===== src/design/addr_mode_pkg.sv =====
// Package: addressing modes, operations and shared constants
package addr_mode_pkg;

  localparam int INSTR_COUNT = 62;
  localparam int MODE_COUNT = 8;
  localparam logic [7:0] ZERO_PAGE_HIGH = 8'h00;
  localparam logic [15:0] RESET_PC = 16'h0000;
  localparam logic [7:0] RESET_ACC = 8'h00;
  localparam logic [7:0] RESET_INDEX = 8'h00;
  localparam logic [1:0] LEN_ONE = 2'h1;
  localparam logic [1:0] LEN_TWO = 2'h2;
  localparam logic [1:0] LEN_THREE = 2'h3;

  typedef enum logic [2:0] {
    MODE_INH = 3'h0,
    MODE_IMM = 3'h1,
    MODE_DIR = 3'h2,
    MODE_EXT = 3'h3,
    MODE_IX = 3'h4,
    MODE_IX1 = 3'h5,
    MODE_IX2 = 3'h6,
    MODE_REL = 3'h7
  } addr_mode_t;

  typedef enum logic [3:0] {
    OP_ADC = 4'h0,
    OP_ADD = 4'h1,
    OP_AND = 4'h2,
    OP_BIT = 4'h3,
    OP_COMPARE_ACC = 4'h4,
    OP_COMPARE_INDEX = 4'h5,
    OP_XOR_ACC = 4'h6,
    OP_LOAD_ACC = 4'h7,
    OP_LOAD_INDEX = 4'h8,
    OP_UNSIGNED_MULTIPLY = 4'h9,
    OP_OR_ACC = 4'hA,
    OP_SUB_WITH_CARRY = 4'hB,
    OP_STORE_ACC = 4'hC,
    OP_STORE_INDEX = 4'hD,
    OP_SUB = 4'hE,
    OP_BRANCH = 4'hF
  } op_t;

  typedef enum logic [2:0] {
    ST_IDLE = 3'h0,
    ST_OPER1 = 3'h1,
    ST_OPER2 = 3'h3,
    ST_MEMRD = 3'h2,
    ST_EXEC = 3'h6
  } seq_state_t;

  // One instruction as handed in by the core
  typedef struct packed {
    addr_mode_t mode;
    op_t op;
    logic bitTest;
    logic [2:0] bitSel;
    logic bitWhenSet;
    logic condTrue;
  } instr_t;

  // Memory bus request
  typedef struct packed {
    logic rd;
    logic wr;
    logic [15:0] addr;
    logic [7:0] wdata;
  } mem_req_t;

  function automatic logic [1:0] modeLength(input addr_mode_t m);
    case (m)
      MODE_INH, MODE_IX: modeLength = LEN_ONE;
      MODE_EXT, MODE_IX2: modeLength = LEN_THREE;
      default: modeLength = LEN_TWO;
    endcase
  endfunction

endpackage


===== src/design/ea_calc.sv =====
// Effective address and branch target arithmetic
`timescale 1ns/1ps
`default_nettype none
module ea_calc
  import addr_mode_pkg::*;
(
  input wire addr_mode_t mode,
  input wire logic [7:0] index,
  input wire logic [7:0] oper1,
  input wire logic [7:0] oper2,
  input wire logic [15:0] nextPc,
  output logic [15:0] effAddr,
  output logic [15:0] branchTarget
);
  wire [15:0] ix1Sum = {8'h00, index} + {8'h00, oper1};
  wire [15:0] ix2Sum = {oper1, oper2} + {8'h00, index};
  wire [15:0] relOff = {{8{oper1[7]}}, oper1};

  // Signed reach -128..+127 from next instruction
  assign branchTarget = nextPc + relOff;

  always_comb begin
    case (mode)
      MODE_DIR: effAddr = {ZERO_PAGE_HIGH, oper1};
      MODE_EXT: effAddr = {oper1, oper2};
      MODE_IX: effAddr = {ZERO_PAGE_HIGH, index};
      MODE_IX1: effAddr = ix1Sum;
      MODE_IX2: effAddr = ix2Sum;
      default: effAddr = 16'h0000;
    endcase
  end
endmodule
`default_nettype wire


===== src/design/byte_multiplier.sv =====
// Unsigned 8x8 multiplier with registered product
`timescale 1ns/1ps
`default_nettype none
module byte_multiplier (
  input wire logic clk,
  input wire logic rst_n,
  input wire logic [7:0] acc,
  input wire logic [7:0] index,
  output logic [15:0] product
);
  always_ff @(posedge clk or negedge rst_n) begin
    if (!rst_n) begin
      product <= 16'h0000;
    end else begin
      product <= {8'h00, acc} * {8'h00, index};
    end
  end
endmodule
`default_nettype wire


===== src/design/cpu_address_mode_decoder.sv =====
// Operand fetch, address generation and register/memory execution
// Behaviour
// - 62 instructions, eight addressing modes, plus unsigned multiply.
// - Multiply acc by index unsigned; high byte to index, low to acc.
// - Inherent: one byte, no operand address.
// - Immediate: two bytes, data byte used directly, no memory fetch.
// - Direct: two bytes, address high byte zero.
// - Extended: three bytes, high address byte first.
// - Indexed no offset: one byte, address is zero-page index.
// - Indexed 8-bit offset: two bytes, index plus byte, carry kept.
// - Indexed 16-bit offset: three bytes, index plus high-first offset.
// - Relative only for branches; taken adds signed byte, else next.
// - Offset is two's complement, measured from next instruction.
// - Register/memory: one operand from register, other from memory.
// - Group covers add, logic, compare, load, store, multiply, subtract.
// - Bit-test branch: three bytes; tested bit goes to carry always.
`timescale 1ns/1ps
`default_nettype none
module cpu_address_mode_decoder
  import addr_mode_pkg::*;
(
  input wire logic clk,
  input wire logic rst_n,
  input wire logic start,
  input wire instr_t instr,
  input wire logic [7:0] memRdata,
  input wire logic carryIn,
  output mem_req_t memReq,
  output logic [15:0] pc,
  output logic [7:0] acc,
  output logic [7:0] index,
  output logic carryOut,
  output logic [1:0] instrLen,
  output logic done
);

  // ==========================================================
  // State
  seq_state_t state_reg, state_next;
  instr_t instr_reg;
  logic [7:0] oper1_reg, oper2_reg, memData_reg;
  logic [15:0] pc_reg;
  logic [7:0] acc_reg, index_reg;
  logic carry_reg;
  logic [1:0] len_reg;
  logic done_reg;
  logic mulPending_reg;
  mem_req_t req_reg, req_next;

  wire [15:0] effAddr;
  wire [15:0] branchTarget;
  wire [15:0] product;
  wire [1:0] lenNow;
  wire isBitBranch;
  wire [1:0] needOpers;
  wire needsMem;
  wire isStore;
  wire [15:0] nextPc;
  wire testedBit;
  wire branchTaken;

  // ==========================================================
  // Decode
  assign isBitBranch = instr_reg.bitTest;
  assign lenNow = isBitBranch ? LEN_THREE : modeLength(instr_reg.mode);
  assign needOpers = lenNow - 2'h1;
  assign isStore = instr_reg.op == OP_STORE_ACC ||
                   instr_reg.op == OP_STORE_INDEX;
  // Immediate and inherent never take a data memory access
  assign needsMem = isBitBranch ||
                    (instr_reg.mode != MODE_INH &&
                     instr_reg.mode != MODE_IMM &&
                     instr_reg.mode != MODE_REL &&
                     instr_reg.op != OP_UNSIGNED_MULTIPLY);
  // PC past all operand bytes before offset add
  assign nextPc = pc_reg + {14'h0000, lenNow};
  assign testedBit = memData_reg[instr_reg.bitSel];
  assign branchTaken = isBitBranch ?
                       (testedBit == instr_reg.bitWhenSet) :
                       instr_reg.condTrue;

  ea_calc eaCalc (
    .mode(addr_mode_t'(isBitBranch ? MODE_DIR : instr_reg.mode)),
    .index(index_reg),
    .oper1(oper1_reg),
    .oper2(oper2_reg),
    .nextPc(nextPc),
    .effAddr(effAddr),
    .branchTarget()
  );

  ea_calc relCalc (
    .mode(MODE_REL),
    .index(index_reg),
    .oper1(isBitBranch ? oper2_reg : oper1_reg),
    .oper2(oper2_reg),
    .nextPc(nextPc),
    .effAddr(),
    .branchTarget(branchTarget)
  );

  byte_multiplier mult (
    .clk(clk),
    .rst_n(rst_n),
    .acc(acc_reg),
    .index(index_reg),
    .product(product)
  );

  // ==========================================================
  // Sequencer
  always_comb begin
    state_next = state_reg;
    req_next = '0;
    case (state_reg)
      ST_IDLE: begin
        if (start) begin
          state_next = ST_OPER1;
        end
      end
      ST_OPER1: begin
        // One-byte indexed still needs its operand fetch
        if (needOpers == 2'h0 && needsMem) begin
          state_next = ST_MEMRD;
        end else if (needOpers == 2'h0) begin
          state_next = ST_EXEC;
        end else begin
          req_next.rd = 1'b1;
          req_next.addr = pc_reg + 16'h0001;
          state_next = ST_OPER2;
        end
      end
      ST_OPER2: begin
        if (needOpers == 2'h2 && !req_reg.addr[0] == pc_reg[0]) begin
          req_next.rd = 1'b1;
          req_next.addr = pc_reg + 16'h0002;
          state_next = ST_OPER2;
        end else if (needsMem) begin
          state_next = ST_MEMRD;
        end else begin
          state_next = ST_EXEC;
        end
      end
      ST_MEMRD: begin
        req_next.rd = !isStore;
        req_next.wr = isStore;
        req_next.addr = effAddr;
        req_next.wdata = instr_reg.op == OP_STORE_INDEX ?
                         index_reg : acc_reg;
        state_next = ST_EXEC;
      end
      ST_EXEC: begin
        state_next = ST_IDLE;
      end
      default: begin
        state_next = ST_IDLE;
      end
    endcase
  end

  // ==========================================================
  // Operand capture
  wire capture1 = state_reg == ST_OPER2 && req_reg.addr == pc_reg + 16'h0001;
  wire capture2 = state_reg == ST_OPER2 && req_reg.addr == pc_reg + 16'h0002;
  wire captureMem = state_reg == ST_EXEC && req_reg.rd;

  always_ff @(posedge clk or negedge rst_n) begin
    if (!rst_n) begin
      state_reg <= ST_IDLE;
      instr_reg <= '0;
      oper1_reg <= 8'h00;
      oper2_reg <= 8'h00;
      memData_reg <= 8'h00;
      req_reg <= '0;
    end else begin
      state_reg <= state_next;
      req_reg <= req_next;
      if (state_reg == ST_IDLE && start) begin
        instr_reg <= instr;
      end
      if (capture1) begin
        oper1_reg <= memRdata;
      end
      if (capture2) begin
        oper2_reg <= memRdata;
      end
      if (captureMem) begin
        memData_reg <= memRdata;
      end
    end
  end

  // ==========================================================
  // Execute
  wire [7:0] operand = captureMem ? memRdata : oper1_reg;
  wire [8:0] addSum = {1'b0, acc_reg} + {1'b0, operand};
  wire [8:0] addCSum = addSum + {8'h00, carry_reg};
  wire [8:0] subDiff = {1'b0, acc_reg} - {1'b0, operand};
  wire [8:0] subCDiff = subDiff - {8'h00, carry_reg};
  wire [8:0] cpxDiff = {1'b0, index_reg} - {1'b0, operand};
  wire [7:0] bitOperand = captureMem ? memRdata : memData_reg;

  always_ff @(posedge clk or negedge rst_n) begin
    if (!rst_n) begin
      pc_reg <= RESET_PC;
      acc_reg <= RESET_ACC;
      index_reg <= RESET_INDEX;
      carry_reg <= 1'b0;
      len_reg <= LEN_ONE;
      done_reg <= 1'b0;
      mulPending_reg <= 1'b0;
    end else begin
      done_reg <= 1'b0;
      if (state_reg == ST_IDLE && start) begin
        carry_reg <= carryIn;
      end
      if (mulPending_reg) begin
        index_reg <= product[15:8];
        acc_reg <= product[7:0];
        mulPending_reg <= 1'b0;
      end
      if (state_reg == ST_EXEC) begin
        done_reg <= 1'b1;
        len_reg <= lenNow;
        if (isBitBranch) begin
          carry_reg <= bitOperand[instr_reg.bitSel];
          pc_reg <= (bitOperand[instr_reg.bitSel] == instr_reg.bitWhenSet)
                    ? branchTarget : nextPc;
        end else if (instr_reg.mode == MODE_REL) begin
          pc_reg <= branchTaken ? branchTarget : nextPc;
        end else begin
          pc_reg <= nextPc;
          case (instr_reg.op)
            OP_ADC: begin
              acc_reg <= addCSum[7:0];
              carry_reg <= addCSum[8];
            end
            OP_ADD: begin
              acc_reg <= addSum[7:0];
              carry_reg <= addSum[8];
            end
            OP_AND: acc_reg <= acc_reg & operand;
            OP_COMPARE_ACC: carry_reg <= subDiff[8];
            OP_COMPARE_INDEX: carry_reg <= cpxDiff[8];
            OP_XOR_ACC: acc_reg <= acc_reg ^ operand;
            OP_LOAD_ACC: acc_reg <= operand;
            OP_LOAD_INDEX: index_reg <= operand;
            OP_UNSIGNED_MULTIPLY: mulPending_reg <= 1'b1;
            OP_OR_ACC: acc_reg <= acc_reg | operand;
            OP_SUB_WITH_CARRY: begin
              acc_reg <= subCDiff[7:0];
              carry_reg <= subCDiff[8];
            end
            OP_SUB: begin
              acc_reg <= subDiff[7:0];
              carry_reg <= subDiff[8];
            end
            default: begin
            end
          endcase
        end
      end
    end
  end

  assign memReq = req_reg;
  assign pc = pc_reg;
  assign acc = acc_reg;
  assign index = index_reg;
  assign carryOut = carry_reg;
  assign instrLen = len_reg;
  assign done = done_reg;

  // ==========================================================
  // Checks
  direct_page_a: assert property (@(posedge clk) disable iff (!rst_n)
    (state_reg == ST_MEMRD && !isBitBranch && instr_reg.mode == MODE_DIR)
    |=> memReq.addr[15:8] == 8'h00)
    else $error("direct address high byte not zero");
  index_page_a: assert property (@(posedge clk) disable iff (!rst_n)
    (state_reg == ST_MEMRD && instr_reg.mode == MODE_IX && !isBitBranch)
    |=> memReq.addr == {8'h00, $past(index_reg)})
    else $error("indexed address wrong");
  ix1_span_a: assert property (@(posedge clk) disable iff (!rst_n)
    memReq.rd && $past(state_reg) == ST_MEMRD &&
    $past(instr_reg.mode) == MODE_IX1 |-> memReq.addr <= 16'h01FE)
    else $error("8-bit offset address out of span");
  len_report_a: assert property (@(posedge clk) disable iff (!rst_n)
    state_reg == ST_EXEC |=> done && instrLen == $past(lenNow))
    else $error("length not reported");
  imm_nofetch_a: assert property (@(posedge clk) disable iff (!rst_n)
    state_reg == ST_EXEC && instr_reg.mode == MODE_IMM && !isBitBranch
    |-> !memReq.rd && !memReq.wr)
    else $error("memory fetch in immediate mode");
  inh_len_a: assert property (@(posedge clk) disable iff (!rst_n)
    done && $past(instr_reg.mode, 2) == MODE_INH && !$past(isBitBranch, 2)
    |-> instrLen == 2'h1)
    else $error("inherent length not one");
  mul_result_a: assert property (@(posedge clk) disable iff (!rst_n)
    mulPending_reg |=> {index, acc} == $past(product))
    else $error("multiply result misplaced");
  branch_pc_a: assert property (@(posedge clk) disable iff (!rst_n)
    state_reg == ST_EXEC && instr_reg.mode == MODE_REL && !isBitBranch &&
    !instr_reg.condTrue |=> pc == $past(pc_reg) + 16'h0002)
    else $error("untaken branch did not fall through");
  bit_carry_a: assert property (@(posedge clk) disable iff (!rst_n)
    state_reg == ST_EXEC && isBitBranch
    |=> carryOut == $past(bitOperand[instr_reg.bitSel]))
    else $error("tested bit not copied to carry");
endmodule
`default_nettype wire


===== config.mk =====
export PLATFORM = sky130hd
export DESIGN_NAME = cpu_address_mode_decoder
export DESIGN_NICKNAME = d
export VERILOG_FILES = /design/src/design/addr_mode_pkg.sv /design/src/design/ea_calc.sv /design/src/design/byte_multiplier.sv /design/src/design/cpu_address_mode_decoder.sv
export SDC_FILE = /design/constraint.sdc
export NUM_CORES = 1
export LEC_CHECK = 0
export ABC_AREA = 0
export BUFFER_PORTS_ARGS = -buffer_cell sky130_fd_sc_hd__buf_2
export CORE_ASPECT_RATIO = 0.5
export CORE_UTILIZATION = 45
export CTS_CLUSTER_DIAMETER = 200
export DETAILED_ROUTE_END_ITERATION = 10
export PLACE_DENSITY = 0.62
export SETUP_SLACK_MARGIN = 0.1
export SYNTH_ARGS = -nofsm -noshare
export SYNTH_HDL_FRONTEND = slang
export SYNTH_HIERARCHICAL = 1
export SYNTH_SLANG_ARGS = --single-unit

===== constraint.sdc =====
create_clock -name clk -period 7 [get_ports clk]
set_clock_uncertainty 0.1 [all_clocks]
set_input_delay 0.35 -clock clk [delete_from_list [all_inputs] [get_ports clk]]
set_output_delay 0.35 -clock clk [all_outputs]
set_load 0.005 [all_outputs]

Word level (Yosys, flattened, before mapping) --
Cells that the tools add are included.
Storage, ports and cells: word-level logic and storage cells 149, RAM bits 0, memories kept 0, bits in registers 119, bits in read-only memories 0, bits of input ports 25, output and inout port bits 62, bits in latches 0
Cells by class: $add $sub $neg 12, magnitude comparators 1, multiply operators 1, bitwise operators 3, div/mod/pow operators 0, shift operators 0, reduce and logical (&&, ||, !) cells 21, multiplexer cells 53, equal/unequal tests 36
Operators with widths (count):
- 16-bit 2-to-1 mux | 7
- 8-bit 2-to-1 mux | 14
- 16-bit one-hot mux with 5 select lines | 1
- 8-bit one-hot mux with 8 select lines | 1
- 16-bit one-hot mux with 3 select lines | 1
- 16-bit equality test | 2
- 4-bit equality test, second input constant | 7
- 3-bit equality test, second input constant | 7
- 8-bit by 8-bit adder with 9-bit output | 2
- 3-bit 2-to-1 mux | 6
- 8-bit by 8-bit subtractor with 9-bit output | 2
- 16-bit by 1-bit adder with 16-bit output, second input constant | 1
- 16-bit adder | 1
- 16-bit by 2-bit adder with 16-bit output | 1
- 16-bit by 2-bit adder with 16-bit output, second input constant | 1
- 16-bit by 8-bit adder with 16-bit output | 1
- 4-bit by 3-bit equality test with 1-bit output, second input constant | 4
- 8-bit by 8-bit multiplier with 16-bit output | 1
- 1-bit 2-to-1 mux | 16
- 3-bit by 2-bit equality test with 1-bit output, second input constant | 5
- 3-bit one-hot mux with 4 select lines | 1
- 9-bit by 1-bit adder with 9-bit output | 1
- 1-bit logical AND | 9
- 9-bit by 1-bit subtractor with 9-bit output | 1
- other kinds (26) | 34

Longest topological paths before layout --
word-level depth 9, mapped depth 19, gate-level depth less buffers 19

Cells and area by module --
Netlist, hierarchy kept.
By module, submodules not included:
- cpu_address_mode_decoder | sequential area each 2578.7 µm², times used 1, area an instance 8126.5 µm², cells each 929
- ea_calc | sequential area each 0.0 µm², times used 2, area an instance 1885.6 µm², cells each 255
- byte_multiplier | sequential area each 400.4 µm², times used 1, area an instance 2511.2 µm², cells each 259

Worst setup path after synthesis --
No wires, ideal clock.
kind flip-flop to flip-flop, from register index_reg[4] (netlist: index[4]), to register mult.product[11], data arrival time 4.048 ns, path slack 2.772 ns, period minus slack after synthesis 4.228 ns, library setup time 0.080 ns, path buffers 0, cell stages (with the launch flop) 16, data required time 6.820 ns, path through dfrtp_1 > and2_1 > fa_1 > inv_1 > fa_1 > inv_1 > fa_1 > inv_1 > fa_1 > inv_1 > ha_1 > a21o_1 > a21oi_1 > nand2_1 > a31oi_1 > xnor2_1
On the way: word-level cells in the longest chain between the ends 1
RTL lines:
- start: declaration | RTL line cpu_address_mode_decoder.sv:43 | logic [7:0] acc_reg, index_reg;
- start signal: assignment | RTL line cpu_address_mode_decoder.sv:218 | index_reg <= product[15:8];
- start signal: assignment | RTL line cpu_address_mode_decoder.sv:247 | OP_LOAD_INDEX: index_reg <= operand;
- 8-bit by 8-bit multiplier with 16-bit output | RTL line byte_multiplier.sv:15 | product <= {8'h00, acc} * {8'h00, index};
- end signal: assignment | RTL line byte_multiplier.sv:15
- end: declaration | RTL line byte_multiplier.sv:9 | output logic [15:0] product
Every way passes these cells. A chain may end at the register's enable or synchronous reset.

Worst setup path after layout --
from register state_reg[1], to register carry_reg (netlist: carryOut)
On the way: word-level cells in the longest chain between the ends 9, elaborated cells between the ends (all ways) 18, those cells by class add/sub: 5; eq/ne: 1; mux: 9; reduce/logical: 3
RTL lines:
- start: declaration | RTL line cpu_address_mode_decoder.sv:39 | seq_state_t state_reg, state_next;
- start signal: assignment | RTL line cpu_address_mode_decoder.sv:176 | state_reg <= state_next;
- 3-bit equality test | RTL line cpu_address_mode_decoder.sv:165, cpu_address_mode_decoder.sv:222
- 1-bit logical AND | RTL line cpu_address_mode_decoder.sv:165 | wire captureMem = state_reg == ST_EXEC && req_reg.rd;
- 8-bit 2-to-1 mux | RTL line cpu_address_mode_decoder.sv:195 | wire [7:0] operand = captureMem ? memRdata : oper1_reg;
- 8-bit by 8-bit subtractor with 9-bit output or 8-bit by 8-bit adder with 9-bit output (tied branches) | RTL line cpu_address_mode_decoder.sv:198, cpu_address_mode_decoder.sv:196
- 9-bit by 1-bit subtractor with 9-bit output or 9-bit by 1-bit adder with 9-bit output (tied branches) | RTL line cpu_address_mode_decoder.sv:199, cpu_address_mode_decoder.sv:197
- 1-bit one-hot mux with 5 select lines | RTL line cpu_address_mode_decoder.sv:233 | case (instr_reg.op)
- 1-bit 2-to-1 mux | RTL line cpu_address_mode_decoder.sv:229 | end else if (instr_reg.mode == MODE_REL) begin
- 1-bit 2-to-1 mux | RTL line cpu_address_mode_decoder.sv:225 | if (isBitBranch) begin
- 1-bit 2-to-1 mux * | RTL line cpu_address_mode_decoder.sv:222 | if (state_reg == ST_EXEC) begin
- end signal: assignment | RTL line cpu_address_mode_decoder.sv:226 | carry_reg <= bitOperand[instr_reg.bitSel];
- end signal: assignment | RTL line cpu_address_mode_decoder.sv:236 | carry_reg <= addCSum[8];
- end signal: assignment | RTL line cpu_address_mode_decoder.sv:240 | carry_reg <= addSum[8];
- end: declaration | RTL line cpu_address_mode_decoder.sv:44 | logic carry_reg;
Every way passes the cells marked *; elsewhere a longest branch is shown, timed or not. The select of a mux whose other input is x is not followed.

==> flow_summary.toml <==
[outcome]
result_of_the_run = "finished clean"

[sta]
finalSetupViolations = 0
final.min_clock_period_ns = 4.75
worst_slack_ns = 2.25
max_clock_freq_mhz = 211
tightest_slew_ns = 1.20
timing.final.crit_share_pct = 67.8
final_max_slew_viol_count = 0
timing.final.hold_violations = 0
fin_tns_setup_ns = 0
grt_setup_unrepaired = "false"
maxSlewHeadroom_pct = 19.6

[floorplan]
num_rows = 42
number_of_primary_i_o_pins = 87
dieHeight_microns = 120
design.core.area_sq_um = 26900
start_util_pct = 46.6
floorplan.die_area_sq_um = 28500
die_width_microns = 238

[cts]
tritoncts.num_buffers = 17
cts_max_level = 4
tritoncts_num_sinks = 119
cts_root_buf = "clkbuf_16"
clk_path_buf_depth = 2
clk_pin_slew_worst_paths_ns = 0.07
cts_setup_buffers = 0
cts_tree = "built"
insertion_delay_ns = 0.45

[route]
detailedRoute.firstPassIterationCount = 6
via_count = 11300
detail-route-antenna-nets = 0
drt_drc = 0
routedWlPerCell_microns = 21.4
vias_per_cell = 6.01
drt-initial-drc-count = 1091
wl_microns = 40100

[global_routing]
track_usage_pct = 28.8
globalRoute.totalOverflow = 0
grt_antenna_before_repair = 1
grt_pass1_vias = 11000
grt_pass1_wl_microns = 62900
grt_start_max_net_pins = 75

[cells_and_area]
largest_register_ffs = 26
fillerInstances = 2515
drive_gt1_share_pct = 14.1
post-route-util_pct = 51.4
area_delta_synth_final_pct = 10.2
fin_nets = 1645

[critical_path]
worst_ep_required_time_ns = 7.26
rr_worst_depth = 12
startpoint = "state_reg[1]"
timing.setup.critical_path_class = "reg -> reg"
crit_end = "carryOut"
r2r_end = "carryOut"
worst_ep_arrival_time_ns = 5.01
cp-start-kind = "register"
timing.reg2reg.setup_slack_ns = 2.25
critical_path.endpoint_type = "register"
worstReg2RegStart = "state_reg[1]"
critical_path.max_fanout = 21

[placement]
pre_cts_slack_ns = 2.36
gpl.final_weighted_congestion = 0.965
portBuffers = 86
dp_hpwl_microns = 29600

[synth]
synth_area_sq_um = 12500
ys_warn_count = 6
synth_area_per_cell_sq_um = 8.68
postSynthCellCount = 1442
number_of_nets_in_the_synthesized_netlist = 1599

[flow_run]
drv.max_cap_violation_count = 0

[hold_path]
min_path_type = "in -> reg"
==> area by class of cell <==
type,count,area [sq um],share of cell area (%)
multi-input combinational,1163,8880,64.4
sequential,119,2980,21.6
tap,374,468,3.39
clock buffer,20,467,3.38
inverter,89,334,2.42
timing repair buffer,98,526,3.81
antenna,1,2.50,0.0181
clock inverter,12,141,1.02
==> critical path, stage by stage (launching register included) <==
cell,delay [ns]
dfrtp_1,0.58
nand4b_4,0.46
mux2i_1,0.63
inv_1,0.15
ha_1,0.35
or3b_2,0.45
a211oi_1,0.31
a21oi_1,0.12
a221o_1,0.45
a311oi_1,0.36
o311ai_0,0.17
or4_1,0.43
o211ai_1,0.10
==> cells in the final DEF (no fill, tap or decap), drive strengths merged, types with 41 or more instances in the layout <==
cell type / instances
a21oi: 83
and2: 54
buf: 97
dfrtp: 118
fa: 41
ha: 91
inv: 91
mux2i: 41
nand2: 144
nor2: 89
o21ai: 72
xnor2: 74
xor2: 46
==> repair_timing <==
action                    4_1_cts  5_1_grt
hold buffers                    1        0
hold endpoints to repair       45        0
resized for setup               0        0
==> per-layer routing <==
layer	track usage (%)	vias to the layer above	routed length (microns)
li1	-	5247	-
met1	40.2	5513	18700
met2	44.5	430	17900
met3	5.01	83	2340
met4	10.7	0	1270
met5	0	-	0
==> through the flow <==
stage,cell area [sq um],cells,hold slack (ns)
after global routing,13800,1875,0.0213
after CTS,13800,1875,0.0189
after detailed placement,13200,1842,0.310
final,13800,1876,0.0254
after floorplan,12500,1442,-0.0456
after global placement,13200,1842,0.302
==> how the worst min path moves through the flow <==
stage | end | cells after the start | start
floorplan | acc[0] | 0 | rst_n
global placement | acc[6] | 1 | rst_n
detailed placement | acc[6] | 1 | rst_n
CTS | isBitBranch | 2 | instr[5]
global route | instr_reg[0] | 2 | instr[0]
finish | isBitBranch | 2 | instr[5]
Power is not shown: default switching activity piles up to over one toggle a cycle in this logic, so the estimate is an artifact.
